`src/core/sbi_pkg.sv`:
```
package sbi_pkg;

    // Register byte offsets on the AXI4-Lite slave.
    localparam logic [7:0] CTRL_OFF = 8'h00;
    localparam logic [7:0] DELAY_OFF = 8'h04;
    localparam logic [7:0] STATE_OFF = 8'h08;
    localparam logic [7:0] IRQ_STAT_OFF = 8'h0C;
    localparam logic [7:0] IRQ_MASK_OFF = 8'h10;

    // Control register fields.
    localparam int CTRL_SERVO_ON_BIT = 0;
    localparam int CTRL_FSTOP_CMD_BIT = 1;
    localparam int CTRL_ALARM_CLR_BIT = 2;

    // Event bits shared by the status and mask registers.
    localparam int EV_LOCAL_FSTOP = 0;
    localparam int EV_CTRL_FSTOP = 1;
    localparam int EV_MAIN_OFF = 2;
    localparam int EV_ALARM = 3;
    localparam int EV_LOCK_OFF = 4;
    localparam int EV_W = 5;

    // Reset values.
    localparam logic [15:0] DELAY_RST = 16'h0064;
    localparam logic [31:0] CTRL_RST = 32'h0000_0000;
    localparam logic [EV_W-1:0] MASK_RST = 5'h00;

    // Timing: one millisecond tick at the 10 MHz clock.
    localparam int CLK_HZ = 10_000_000;
    localparam int TICK_MS = 1;
    localparam int MS_CYCLES = CLK_HZ / 1000 * TICK_MS;
    localparam logic [13:0] MS_LAST = 14'(MS_CYCLES - 1);

    // AXI response codes.
    localparam logic [1:0] RESP_OKAY = 2'b00;
    localparam logic [1:0] RESP_SLVERR = 2'b10;

    typedef enum {
        SQ_OFF,
        SQ_ON,
        SQ_BRAKE_WAIT,
        SQ_STOPPED
    } sbi_state_t;

    // Drive outputs toward the power stage.
    typedef struct packed {
        logic brake_release;
        logic base_on;
        logic dyn_brake;
        logic fault_output;
    } sbi_drive_t;

    // Warnings shown in the state register.
    typedef struct packed {
        logic main_power_off_warning;
        logic controller_forced_stop_warning;
        logic local_forced_stop_warning;
    } sbi_warn_t;

endpackage

```
`src/core/sbi_sequencer.sv`:
```
`timescale 1ns/1ps
`default_nettype none

module sbi_sequencer #(
    parameter int DELAY_W = 16
) (
    // Clock and reset.
    input wire logic aclk,
    input wire logic aresetn,
    // AXI4-Lite write address.
    input wire logic [7:0] s_axi_awaddr,
    input wire logic s_axi_awvalid,
    output logic s_axi_awready,
    // AXI4-Lite write data.
    input wire logic [31:0] s_axi_wdata,
    input wire logic [3:0] s_axi_wstrb,
    input wire logic s_axi_wvalid,
    output logic s_axi_wready,
    // AXI4-Lite write response.
    output logic [1:0] s_axi_bresp,
    output logic s_axi_bvalid,
    input wire logic s_axi_bready,
    // AXI4-Lite read address.
    input wire logic [7:0] s_axi_araddr,
    input wire logic s_axi_arvalid,
    output logic s_axi_arready,
    // AXI4-Lite read data.
    output logic [31:0] s_axi_rdata,
    output logic [1:0] s_axi_rresp,
    output logic s_axi_rvalid,
    input wire logic s_axi_rready,
    // Status inputs from the amplifier.
    input wire logic local_forced_stop_input,
    input wire logic alarm_in,
    input wire logic main_power_ok,
    input wire logic control_power_ok,
    input wire logic motor_stopped,
    // Drive outputs and interrupt.
    output logic brake_release,
    output logic base_on,
    output logic dyn_brake,
    output logic fault_output,
    output logic irq
);

    ////////////////////////////////////////////////////////////////////////////
    logic [31:0] ctrl_r;
    logic [DELAY_W-1:0] brake_sequence_delay_param;
    logic [sbi_pkg::EV_W-1:0] stat_r;
    logic [sbi_pkg::EV_W-1:0] mask_r;
    logic [sbi_pkg::EV_W-1:0] ev_set;
    logic [7:0] awaddr_r;
    logic [31:0] wdata_r;
    logic [3:0] wstrb_r;
    logic aw_have_r;
    logic w_have_r;
    logic wr_go;
    logic [31:0] rd_val;
    logic rd_hit;
    sbi_pkg::sbi_state_t state_r;
    sbi_pkg::sbi_warn_t warn_r;
    sbi_pkg::sbi_drive_t drv_nxt;
    logic [13:0] ms_cnt_r;
    logic ms_tick;
    logic [DELAY_W-1:0] brake_to_shutoff_delay;
    logic alarm_latched_r;
    logic servo_on_cmd;
    logic fstop_cmd;
    logic main_off_prev_r;
    logic lock_prev_r;
    logic stop_req;

    assign servo_on_cmd = ctrl_r[sbi_pkg::CTRL_SERVO_ON_BIT];
    assign fstop_cmd = ctrl_r[sbi_pkg::CTRL_FSTOP_CMD_BIT];
    // Local and controller forced stops, alarm and control power loss take priority over every sequenced stop.
    assign stop_req = local_forced_stop_input | fstop_cmd | alarm_latched_r | ~control_power_ok;

    ////////////////////////////////////////////////////////////////////////////
    // Write channel: address and data accepted in either order.
    assign wr_go = aw_have_r & w_have_r & ~s_axi_bvalid;

    always_ff @(posedge aclk)
    begin
        if (!aresetn)
        begin
            aw_have_r <= 1'b0;
            w_have_r <= 1'b0;
            awaddr_r <= 8'h00;
            wdata_r <= 32'h0000_0000;
            wstrb_r <= 4'h0;
            s_axi_awready <= 1'b0;
            s_axi_wready <= 1'b0;
            s_axi_bvalid <= 1'b0;
            s_axi_bresp <= sbi_pkg::RESP_OKAY;
        end
        else
        begin
            s_axi_awready <= ~aw_have_r & ~s_axi_awready & s_axi_awvalid;
            s_axi_wready <= ~w_have_r & ~s_axi_wready & s_axi_wvalid;
            if (s_axi_awvalid && s_axi_awready)
            begin
                aw_have_r <= 1'b1;
                awaddr_r <= s_axi_awaddr;
            end
            if (s_axi_wvalid && s_axi_wready)
            begin
                w_have_r <= 1'b1;
                wdata_r <= s_axi_wdata;
                wstrb_r <= s_axi_wstrb;
            end
            if (wr_go)
            begin
                aw_have_r <= 1'b0;
                w_have_r <= 1'b0;
                s_axi_bvalid <= 1'b1;
                s_axi_bresp <= (awaddr_r == sbi_pkg::CTRL_OFF || awaddr_r == sbi_pkg::DELAY_OFF ||
                    awaddr_r == sbi_pkg::IRQ_STAT_OFF || awaddr_r == sbi_pkg::IRQ_MASK_OFF)
                    ? sbi_pkg::RESP_OKAY : sbi_pkg::RESP_SLVERR;
            end
            else if (s_axi_bvalid && s_axi_bready)
            begin
                s_axi_bvalid <= 1'b0;
            end
        end
    end

    // Control, delay and mask registers.
    always_ff @(posedge aclk)
    begin
        if (!aresetn)
        begin
            ctrl_r <= sbi_pkg::CTRL_RST;
            brake_sequence_delay_param <= DELAY_W'(sbi_pkg::DELAY_RST);
            mask_r <= sbi_pkg::MASK_RST;
        end
        else
        begin
            ctrl_r[sbi_pkg::CTRL_ALARM_CLR_BIT] <= 1'b0;
            if (wr_go && wstrb_r[0])
            begin
                if (awaddr_r == sbi_pkg::CTRL_OFF)
                begin
                    ctrl_r <= {29'h0000_0000, wdata_r[2:0]};
                end
                if (awaddr_r == sbi_pkg::DELAY_OFF)
                begin
                    brake_sequence_delay_param <= DELAY_W'(wdata_r[15:0]);
                end
                if (awaddr_r == sbi_pkg::IRQ_MASK_OFF)
                begin
                    mask_r <= wdata_r[sbi_pkg::EV_W-1:0];
                end
            end
        end
    end

    ////////////////////////////////////////////////////////////////////////////
    // Read channel.
    always_comb
    begin
        rd_hit = 1'b1;
        case (s_axi_araddr)
            sbi_pkg::CTRL_OFF: rd_val = ctrl_r;
            sbi_pkg::DELAY_OFF: rd_val = 32'(brake_sequence_delay_param);
            sbi_pkg::STATE_OFF: rd_val = {21'h00_0000, 2'(state_r), warn_r, fault_output, dyn_brake,
                base_on, brake_release, alarm_latched_r, motor_stopped};
            sbi_pkg::IRQ_STAT_OFF: rd_val = 32'(stat_r);
            sbi_pkg::IRQ_MASK_OFF: rd_val = 32'(mask_r);
            default:
            begin
                rd_val = 32'h0000_0000;
                rd_hit = 1'b0;
            end
        endcase
    end

    always_ff @(posedge aclk)
    begin
        if (!aresetn)
        begin
            s_axi_arready <= 1'b0;
            s_axi_rvalid <= 1'b0;
            s_axi_rdata <= 32'h0000_0000;
            s_axi_rresp <= sbi_pkg::RESP_OKAY;
        end
        else
        begin
            s_axi_arready <= ~s_axi_arready & ~s_axi_rvalid & s_axi_arvalid;
            if (s_axi_arvalid && s_axi_arready)
            begin
                s_axi_rvalid <= 1'b1;
                s_axi_rdata <= rd_val;
                s_axi_rresp <= rd_hit ? sbi_pkg::RESP_OKAY : sbi_pkg::RESP_SLVERR;
            end
            else if (s_axi_rvalid && s_axi_rready)
            begin
                s_axi_rvalid <= 1'b0;
            end
        end
    end

    ////////////////////////////////////////////////////////////////////////////
    // Millisecond tick and shut-off delay counter.
    assign ms_tick = (ms_cnt_r == sbi_pkg::MS_LAST);

    always_ff @(posedge aclk)
    begin
        if (!aresetn || state_r != sbi_pkg::SQ_BRAKE_WAIT)
        begin
            ms_cnt_r <= 14'h0000;
        end
        else
        begin
            ms_cnt_r <= ms_tick ? 14'h0000 : ms_cnt_r + 14'h0001;
        end
    end

    always_ff @(posedge aclk)
    begin
        if (!aresetn)
        begin
            brake_to_shutoff_delay <= '0;
        end
        else if (state_r != sbi_pkg::SQ_BRAKE_WAIT)
        begin
            brake_to_shutoff_delay <= brake_sequence_delay_param;
        end
        else if (ms_tick && brake_to_shutoff_delay != '0)
        begin
            brake_to_shutoff_delay <= brake_to_shutoff_delay - 1'b1;
        end
    end

    // Alarm is latched until software clears it and the input has gone away.
    always_ff @(posedge aclk)
    begin
        if (!aresetn)
        begin
            alarm_latched_r <= 1'b0;
        end
        else if (alarm_in)
        begin
            alarm_latched_r <= 1'b1;
        end
        else if (ctrl_r[sbi_pkg::CTRL_ALARM_CLR_BIT])
        begin
            alarm_latched_r <= 1'b0;
        end
    end

    ////////////////////////////////////////////////////////////////////////////
    // Servo sequence. The controller is trusted to drop servo-on at standstill.
    always_ff @(posedge aclk)
    begin
        if (!aresetn)
        begin
            state_r <= sbi_pkg::SQ_OFF;
        end
        else if (stop_req)
        begin
            state_r <= sbi_pkg::SQ_STOPPED;
        end
        else
        begin
            case (state_r)
                sbi_pkg::SQ_OFF:
                    if (servo_on_cmd && main_power_ok)
                    begin
                        state_r <= sbi_pkg::SQ_ON;
                    end
                sbi_pkg::SQ_ON:
                    if (!servo_on_cmd || !main_power_ok)
                    begin
                        state_r <= sbi_pkg::SQ_BRAKE_WAIT;
                    end
                sbi_pkg::SQ_BRAKE_WAIT:
                    if (brake_to_shutoff_delay == '0)
                    begin
                        state_r <= sbi_pkg::SQ_OFF;
                    end
                sbi_pkg::SQ_STOPPED:
                    if (!servo_on_cmd)
                    begin
                        state_r <= sbi_pkg::SQ_OFF;
                    end
                default: state_r <= sbi_pkg::SQ_OFF;
            endcase
        end
    end

    // Brake drops on the edge after the stop request, never waiting a cycle for the state.
    always_comb
    begin
        drv_nxt = '0;
        drv_nxt.brake_release = (state_r == sbi_pkg::SQ_ON) && !stop_req && servo_on_cmd
            && main_power_ok;
        drv_nxt.base_on = (state_r == sbi_pkg::SQ_ON || state_r == sbi_pkg::SQ_BRAKE_WAIT)
            && !stop_req;
        drv_nxt.dyn_brake = local_forced_stop_input | fstop_cmd | alarm_latched_r;
        drv_nxt.fault_output = alarm_latched_r;
    end

    always_ff @(posedge aclk)
    begin
        if (!aresetn)
        begin
            brake_release <= 1'b0;
            base_on <= 1'b0;
            dyn_brake <= 1'b0;
            fault_output <= 1'b0;
        end
        else
        begin
            brake_release <= drv_nxt.brake_release;
            base_on <= drv_nxt.base_on;
            dyn_brake <= drv_nxt.dyn_brake;
            fault_output <= drv_nxt.fault_output;
        end
    end

    always_ff @(posedge aclk)
    begin
        if (!aresetn)
        begin
            warn_r <= '0;
        end
        else
        begin
            warn_r.local_forced_stop_warning <= local_forced_stop_input;
            warn_r.controller_forced_stop_warning <= fstop_cmd;
            warn_r.main_power_off_warning <= ~main_power_ok & control_power_ok & motor_stopped;
        end
    end

    ////////////////////////////////////////////////////////////////////////////
    // Sticky events; a new event wins over a write-one clear in the same cycle.
    always_comb
    begin
        ev_set = '0;
        ev_set[sbi_pkg::EV_LOCAL_FSTOP] = local_forced_stop_input & ~warn_r.local_forced_stop_warning;
        ev_set[sbi_pkg::EV_CTRL_FSTOP] = fstop_cmd & ~warn_r.controller_forced_stop_warning;
        ev_set[sbi_pkg::EV_MAIN_OFF] = ~main_off_prev_r & ~main_power_ok & control_power_ok & motor_stopped;
        ev_set[sbi_pkg::EV_ALARM] = alarm_in & ~alarm_latched_r;
        ev_set[sbi_pkg::EV_LOCK_OFF] = lock_prev_r & ~base_on;
    end

    always_ff @(posedge aclk)
    begin
        if (!aresetn)
        begin
            stat_r <= '0;
            main_off_prev_r <= 1'b0;
            lock_prev_r <= 1'b0;
            irq <= 1'b0;
        end
        else
        begin
            main_off_prev_r <= ~main_power_ok & control_power_ok & motor_stopped;
            lock_prev_r <= base_on;
            if (wr_go && wstrb_r[0] && awaddr_r == sbi_pkg::IRQ_STAT_OFF)
            begin
                stat_r <= (stat_r & ~wdata_r[sbi_pkg::EV_W-1:0]) | ev_set;
            end
            else
            begin
                stat_r <= stat_r | ev_set;
            end
            irq <= |(stat_r & mask_r);
        end
    end

endmodule // sbi_sequencer

`default_nettype wire

```
`config.mk`:
```
export PLATFORM = sky130hd
export DESIGN_NAME = sbi_sequencer
export DESIGN_NICKNAME = d
export VERILOG_FILES = /design/src/core/sbi_pkg.sv /design/src/core/sbi_sequencer.sv
export SDC_FILE = /design/constraint.sdc
export NUM_CORES = 1
export LEC_CHECK = 0
export BUFFER_PORTS_ARGS = -buffer_cell sky130_fd_sc_hd__buf_2
export CELL_PAD_IN_SITES_DETAIL_PLACEMENT = 0
export CELL_PAD_IN_SITES_GLOBAL_PLACEMENT = 1
export CORE_MARGIN = 10
export CORE_UTILIZATION = 43
export DETAILED_ROUTE_END_ITERATION = 6
export GPL_TIMING_DRIVEN = 0
export PLACE_DENSITY_LB_ADDON = 0.1
export REMOVE_ABC_BUFFERS = 1
export SLEW_MARGIN = 20
export SYNTH_ARGS = -nofsm -noshare
export SYNTH_HDL_FRONTEND = slang
export SYNTH_SLANG_ARGS = --single-unit
```
`constraint.sdc`:
```
create_clock -name aclk -period 4.95 [get_ports aclk]
set_input_delay 0.2475 -clock aclk [delete_from_list [all_inputs] [get_ports aclk]]
set_output_delay 0.2475 -clock aclk [all_outputs]
set_load 0.01 [all_outputs]
```
After elaboration in Yosys (flattened, before gate mapping):

Index checks and enable logic that the tools add are counted.

* $add $sub $neg: 2
* eq/ne operators: 22
* mux-type cells: 19
* bitwise logic cells: 40
* reduce and logical (&&, ||, !) cells: 43

Operators with widths (count)
* 32-bit 2-to-1 mux: 4
* 32-bit one-hot mux with 4 select lines: 1
* 32-bit by 2-bit equality test with 1-bit output (second input constant): 3
* 16-bit one-hot mux with 5 select lines: 1
* 32-bit by 1-bit equality test with 1-bit output (second input constant): 1
* 32-bit by 3-bit equality test with 1-bit output (second input constant): 1
* 32-bit logical NOT: 1
* 16-bit 2-to-1 mux: 2
* 32-bit by 3-bit != test with 1-bit output (second input constant): 1
* 8-bit by 4-bit equality test with 1-bit output (second input constant): 3
* 1-bit bitwise AND: 17
* 8-bit by 3-bit equality test with 1-bit output (second input constant): 2
* 8-bit by 5-bit equality test with 1-bit output (second input constant): 2
* 16-bit logical NOT: 1
* 8-bit logical NOT: 2
* 16-bit nonzero test: 1
* 16-bit by 1-bit subtractor with 16-bit output (second input constant): 1
* 1-bit NOT: 15
* 14-bit by 1-bit adder with 14-bit output (second input constant): 1
* 14-bit equality test (second input constant): 1
* 1-bit logical AND: 13
* 3-bit != test (second input constant): 4
* 5-bit bitwise AND: 2
* 5-bit bitwise OR: 2
* 14 further kinds: 44

* flip-flop bits (word level): 169
* output and inout bits: 46
* logic and storage cells: 158

Longest topological paths before layout:

Gate-level depths: netlist (run 1).

* depth in word-level cells: 7
* depth in mapped cells: 8

Least setup slack after synthesis (run 1):

Ideal clock, no wire load.

* path kind: register to register
* from: reg ms_cnt_r[5]
* to: reg brake_to_shutoff_delay[1]
* library setup time: 74 ps
* data arrival time: 2157 ps
* data required time: 4876 ps
* setup slack: 2718 ps
* cell stages (with the launch flop): 7
* path buffers: 1
* clock period less this slack: 2232 ps
* cell sequence: dfxtp_1 -> or4b_1 -> or4_1 -> buf_6 -> nor2_1 -> mux2_2 -> o21ai_0

* word-level cells in the longest chain between the ends: 3

Ends and longest elaborated chain
* start: declaration: RTL line sbi_sequencer.sv:63 `logic [13:0] ms_cnt_r;`
* start signal: assignment: RTL line sbi_sequencer.sv:214 `ms_cnt_r <= ms_tick ? 14'h0000 : ms_cnt_r + 14'h0001;`
* 14-bit equality test: RTL line sbi_sequencer.sv:204 `assign ms_tick = (ms_cnt_r == sbi_pkg::MS_LAST);`
* 1-bit logical AND: RTL line sbi_sequencer.sv:228 `else if (ms_tick && brake_to_shutoff_delay != '0)`
* 2-bit nonzero test (no line)
* end signal: assignment: RTL line sbi_sequencer.sv:226 `brake_to_shutoff_delay <= brake_sequence_delay_param;`
* end signal: assignment: RTL line sbi_sequencer.sv:230 `brake_to_shutoff_delay <= brake_to_shutoff_delay - 1'b1;`
* end: declaration: RTL line sbi_sequencer.sv:65 `logic [DELAY_W-1:0] brake_to_shutoff_delay;`

No other way between the ends.
A chain may end at the register's enable or synchronous reset.

Worst setup path in the final report (run 1):

Same ends and word-level chain as after synthesis.

==> results of run 1 <==
-- critical path, delay by kind of cell, from the launching register on --
kind | cells | cell delay [ns]
AND/OR/NAND/NOR | 3 | 1.62
multiplexers | 1 | 0.37
flip-flops | 1 | 0.35
AO/OA/AOI/OAI | 1 | 0.13
-- synth_stat cells, types with 6 or more instances --
| cell type | n |
|---|---|
| dfxtp_1 | 121 |
| o21ai_0 | 25 |
| or3_1 | 9 |
| a31oi_1 | 6 |
| xnor2_1 | 17 |
| nor2b_1 | 8 |
| clkbuf_1 | 29 |
| inv_1 | 9 |
| a22oi_1 | 12 |
| nor2_1 | 43 |
| and3_1 | 7 |
| nor3_1 | 12 |
| nand2_1 | 100 |
| nor4_1 | 11 |
| ha_1 | 6 |
| a21oi_1 | 74 |
| buf_4 | 18 |
| nand3_1 | 25 |
| or4_1 | 6 |
| mux2i_1 | 10 |
| a22o_1 | 7 |
| and2_1 | 8 |
-- final timing paths --
check,cells past startpoint,end,start,slack (ns)
min,3,alarm_latched_r,alarm_in,0.06
max reg2reg,5,brake_to_shutoff_delay[1],ms_cnt_r[5],2.41
min reg2reg,1,ms_cnt_r[0],ms_cnt_r[0],0.45
max,5,brake_to_shutoff_delay[1],ms_cnt_r[5],2.41
-- through the flow --
stage | instances | power, mW | setup WS (ns)
after floorplan | 582 | 1.12 | 2.68
after detailed placement | 801 | 1.17 | 2.43
final | 833 | 2.41 | 2.41
after global routing | 833 | 2.50 | 2.22
after CTS | 833 | 2.43 | 2.41
after global placement | 801 | 1.17 | 2.38
-- area by class of cell --
| cell class | instances | area (um2) |
|---|---|---|
| Inverter | 10 | 40.0 |
| Clock buffer | 20 | 457 |
| Fill cell | 1177 | 5780 |
| Clock inverter | 12 | 149 |
| Timing Repair Buffer | 72 | 360 |
| Multi-Input combinational cell | 451 | 2510 |
| Tap cell | 147 | 184 |
| Sequential cell | 121 | 2420 |
-- cell families after synthesis --
family          after synthesis  synth area share [%]
fa+ha+maj                     6                  1.45
xor+xnor                     22                  3.72
mux                          11                  2.15
flops                       121                  46.7
other cells                   1                0.0724
compound gates              139                  15.7
buf+inv                      62                  6.01
simple gates                255                  24.2
-- metal layers --
metal / track usage, % / routed length [um] / vias up
met5: 0 / 0 / -
met4: 6.28 / 252 / 0
li1: - / - / 2244
met3: 4.91 / 577 / 22
met2: 25.8 / 6150 / 96
met1: 19.0 / 6050 / 2014
-- report_power, final --
part	switching (mW)	total (mW)	internal, mW
clock	0.439	1.25	0.813
combinational	0.0857	0.134	0.0485
sequential	0.0229	1.02	0.997
total	0.548	2.41	1.86
-- sequential cells by signal, summed over array words and instances, names as in the netlist, 5 cells and up --
signal,flops
mask_r,5
s_axi_rdata,16
brake_sequence_delay_param,16
wdata_r,16
brake_to_shutoff_delay,16
ms_cnt_r,14
awaddr_r,8
stat_r,5
==> metrics.md, run 1 <==
| Metric | Value |
|---|---|
| Run status | completed |
| Final net count | 743 |
| Wire length per cell | 15.6 um |
| Cells after Synth | 617 |
| Fin area | 6130 um2 |
| Max Slew Vio Count | 0 |
| Residual DRC count | 0 |
| VDD IR-drop max | 0.000246 V |
| Starting density of the core | 43.5% |
| Register area share after synthesis | 46.7% |
| Fin. Hold Viols | 0 |
| Top post-synthesis cells by area | dfxtp_1 47%, nand2_1 7.2%, a21oi_1 7.1%, nor2_1 3.1%, xnor2_1 2.9% |
| Pwr dens | 393 nW/um2 |
| Fmax | 393 MHz |
| Area post-placement | 5520 um2 |
| Hold WC Path Type | primary input to register |
| Crit path cell chain | or4b_1 -> or4_1 -> nor2_1 -> mux2_2 -> o21ai_0 |
| Vias post-DR | 4,376 |
| Initial drt markers | 246 |
| Clock Latency Late Sink | 0.42 ns |
| Syn Area/Cell | 8.40 um2 |
| Slew of the pin with the lowest slew margin | 0.898 ns |
| P_leak | 2.35 nW |
| Final HPWL DP | 9140 um |
| Layout Area Growth over Synthesis | 18.2% |
| Clock Tree Buf Depth | 2 |
| YS warnings | 0 |
| Core Region | 11,900 um2 |
| Clock-pin slew on the worst setup and hold paths | 0.05 ns |
| Total I/O pin count | 110 |
| WS Path Type | register to register |
| GRT Overall Usage | 15.8% |
| Critical Path AT | 2.89 ns |
| Crit-path max cell delay | 0.73 ns |
| Largest net degree at the start of global routing | 72 |
| CTS tree | yes |
| Final setup viols | 0 |
| CP max stage cell | or4_1 |
| Most frequent cells in the layout | 121 x dfxtp_1, 100 x nand2_1, 74 x a21oi_1 |
| Relative slew slack | 39.6% |
| Vias per inst | 5.25 |
| Largest area contributor in the netlist | dfxtp_1 |
| Post-CTS sizing | 0 |
| DIE WIDTH | 130 um |
| CP Max Fanout | 10 |
| CP Launch Type | register |
| Ys async rst share | 0% |
| Critical path endpoint category | register |
| Die footprint | 16,800 um2 |
| Core Rows | 40 |
| CTS Hold Buffers Added | 0 |
| Commonest non-fill, non-tap cell in the layout | dfxtp_1 |
| Unique masters post-synth | 54 |
| Period Utilization, post-route | 51.4% |
| Synth top area share | 46.7% |
| Ant diodes | 0 |
| Port bufs | 72 |
| Drt first pass iters | 4 |
| Post-CTS Setup Bufs | 0 |
| H-tree levels | 4 |
| Global route overflow | 0 |
| Final Wtd Congestion | 0.817 |
| Synth Register Bits | 121 |
| TritonCTS Buffers | 17 |
| Fin crit period | 2.54 ns |
| WHS | 0.0561 ns |
| Antenna-violating nets left | 0 |
| Core Util, Final | 51.4% |
| Req. time, crit path | 5.30 ns |
| Vias in the first global route | 4,197 |
| MaxCap Viol Count | 0 |
| RSZ-0062 raised after global routing | no |
| Final setup TNS | 0 ns |
| Post-synth EDFFs | 0 |
| Clock sinks | 121 |
| Root buffer cell | clkbuf_16 |
| Top_reg_cell synth | dfxtp_1 |
| First-pass GRT wire length | 21,000 um |
| Clock skew | 0.00568 ns |
| Die Y | 130 um |
| Detailed Route WL | 13,000 um |
| Initial antenna violation count | 0 |
| Mapped cell area | 5180 um2 |
| Layout cell share with drive strength beyond 1 | 16.2% |
(Power assumes the default switching activity.)
==> run 2: changes to the inputs <==
- CORE_UTILIZATION: 43 -> 36
- clock period: 4.95 -> 2.3 ns (I/O delays scaled with it)
==> run 2 against run 1 <==
Maximum frequency up 12%. Largest power group unchanged. First-iteration DRC count shrank 14%. Critical endpoint is now brake_to_shutoff_delay[13]. Die area up 16%. Setup slack worse by 2.4 ns. Critical path type unchanged. Clock-buffer cell count is 2 higher. Highest routed layer unchanged. Sequential power is 120% higher. Non-clock buffer count rose by 38.
==> metrics.md, run 2 (synthesis gave the netlist of run 1 again) <==
| Metric | Value |
|---|---|
| H-tree levels | 4 |
| Die footprint | 19,600 um2 |
| Global route overflow | 0 |
| Buf+Inv Stages, Crit Path | 0 |
| WS Path Type | register to register |
| Final setup viols | 0 |
| Drt first pass iters | 4 |
| Commonest non-fill, non-tap cell in the layout | dfxtp_1 |
| Vias per inst | 4.98 |
| Residual DRC count | 0 |
| Relative slew slack | 39.5% |
| Clock-pin slew on the worst setup and hold paths | 0.05 ns |
| First-pass GRT wire length | 23,000 um |
| Core Rows | 43 |
| Die Y | 140 um |
| Antenna-violating nets left | 0 |
| Starting density of the core | 37.0% |
| Fin. Hold Viols | 0 |
| Wire length per cell | 15.5 um |
| VDD IR-drop max | 0.000535 V |
| Vias in the first global route | 4,546 |
| Max Slew Vio Count | 0 |
| TritonCTS Buffers | 17 |
| P_leak | 2.53 nW |
| Final Wtd Congestion | 0.839 |
| Root buffer cell | clkbuf_16 |
| Initial antenna violation count | 0 |
| GRT Overall Usage | 14.3% |
| Top cell family by delay on the critical path | simple AND/OR/NAND/NOR gates |
| Clock Tree Buf Depth | 2 |
| Ant diodes | 0 |
| Final net count | 781 |
| Hold WC Path Type | primary input to register |
| CP max stage cell | or4_4 |
| CP Launch Type | register |
| Final HPWL DP | 9670 um |
| Critical path endpoint category | register |
| Clock Latency Late Sink | 0.42 ns |
| Largest net degree at the start of global routing | 72 |
| Core Region | 14,000 um2 |
| Critical Path AT | 2.54 ns |
| Fmax | 442 MHz |
| Vias post-DR | 4,496 |
| CTS tree | yes |
| Run status | completed |
| Layout cell share with drive strength beyond 1 | 17.4% |
| Port bufs | 72 |
| Initial drt markers | 211 |
| Crit-path max cell delay | 0.63 ns |
| MaxCap Viol Count | 0 |
| Layout Area Growth over Synthesis | 27.3% |
| Slew of the pin with the lowest slew margin | 0.899 ns |
| Non-filler cells in the finished layout | 903 |
| Filler cells | 1,412 |
| Pwr dens | 776 nW/um2 |
| Total Power | 5.12 mW |
| Crit path cell chain | or4b_1 -> or4_4 -> nor4_2 -> xnor2_1 -> a21oi_1 |
| Most frequent cells in the layout | 121 x dfxtp_1, 99 x nand2_1, 74 x a21oi_1 |
| RSZ-0062 raised after global routing | yes |
| Clock sinks | 121 |
| CP Max Fanout | 10 |
| Clock skew | 0.00877 ns |
| Core Util, Final | 47.2% |
| Req. time, crit path | 2.57 ns |
| Total I/O pin count | 110 |
| Fin crit period | 2.26 ns |
| Detailed Route WL | 14,000 um |
| Placed Cells | 834 |
| DIE WIDTH | 140 um |
| Period Utilization, post-route | 98.3% |
run 2: cell types whose count changed in the layout (fill, tap and decap cells not counted), moves of 2 or more:
cell	delta
nor4_1	-6
dlygate4sd3_1	+35
or4_1	-2
clkinvlp_4	-3
nor4_2	+5
clkinv_2	+2
buf_4	+3
or4_4	+2
run 2: cell type report:
cell class | instances | area (um2) | share of cell area (%)
clock buffer | 22 | 474 | 7.19
sequential | 121 | 2420 | 36.7
timing repair buffer | 110 | 733 | 11.1
clock inverter | 9 | 97.6 | 1.48
inverter | 10 | 40.0 | 0.607
tap | 180 | 225 | 3.41
multi-input combinational | 451 | 2600 | 39.5
run 2: metal layers:
| layer | part of all wire [%] | routed length, um | up-vias | GRT usage [%] |
|---|---|---|---|---|
| met5 | 0 | 0 | - | 0 |
| met4 | 1.3 | 180 | 0 | 5.43 |
| met3 | 3.8 | 527 | 15 | 4.26 |
| met2 | 49 | 6820 | 78 | 23.7 |
| met1 | 46 | 6500 | 2088 | 17.1 |
| li1 | - | - | 2315 | - |
run 2: power by group:
group / internal (mW) / total, mW / switching, mW
clock: 1.66 / 2.57 / 0.914
sequential: 2.15 / 2.20 / 0.0499
combinational: 0.149 / 0.351 / 0.202
run 2: tightest hold or removal path, cell delays in order:
cell,delay [ns]
buf_2,0.10
a21oi_1,0.06
o21ai_0,0.13
run 2: worst paths after layout:
check                start                          to  slack, ns  cells past startpoint
max            ms_cnt_r[7]  brake_to_shutoff_delay[13]       0.04                      5
min          motor_stopped              s_axi_rdata[0]       0.02                      3
max reg2reg    ms_cnt_r[7]  brake_to_shutoff_delay[13]       0.04                      5
min reg2reg    ms_cnt_r[0]                 ms_cnt_r[0]       0.43                      1
run 2: what timing repair did:
item	4_1_cts	5_1_grt
hold buffers	35	0
gates resized for setup	12	7
pin swaps	1	4
endpoints found under the setup margin	47	23
buffers inserted	0	3
endpoints found under the hold margin	36	0
cloned	0	0
run 2: metrics by stage:
| stage | worst slack, ns | hold WS, ns | instance area (um2) | TNS [ns] |
|---|---|---|---|---|
| 2_1_floorplan | 0.0334 | 0.187 | 4970 | 0 |
| 3_3_place_gp | -0.244 | 0.338 | 5560 | -5.33 |
| 3_5_place_dp | -0.219 | 0.349 | 5560 | -5.92 |
| 4_1_cts | -0.0541 | 0.00452 | 6540 | -0.0541 |
| 5_1_grt | -0.0705 | 0.0472 | 6600 | -0.199 |
| 6_report | 0.0388 | 0.0211 | 6600 | 0 |
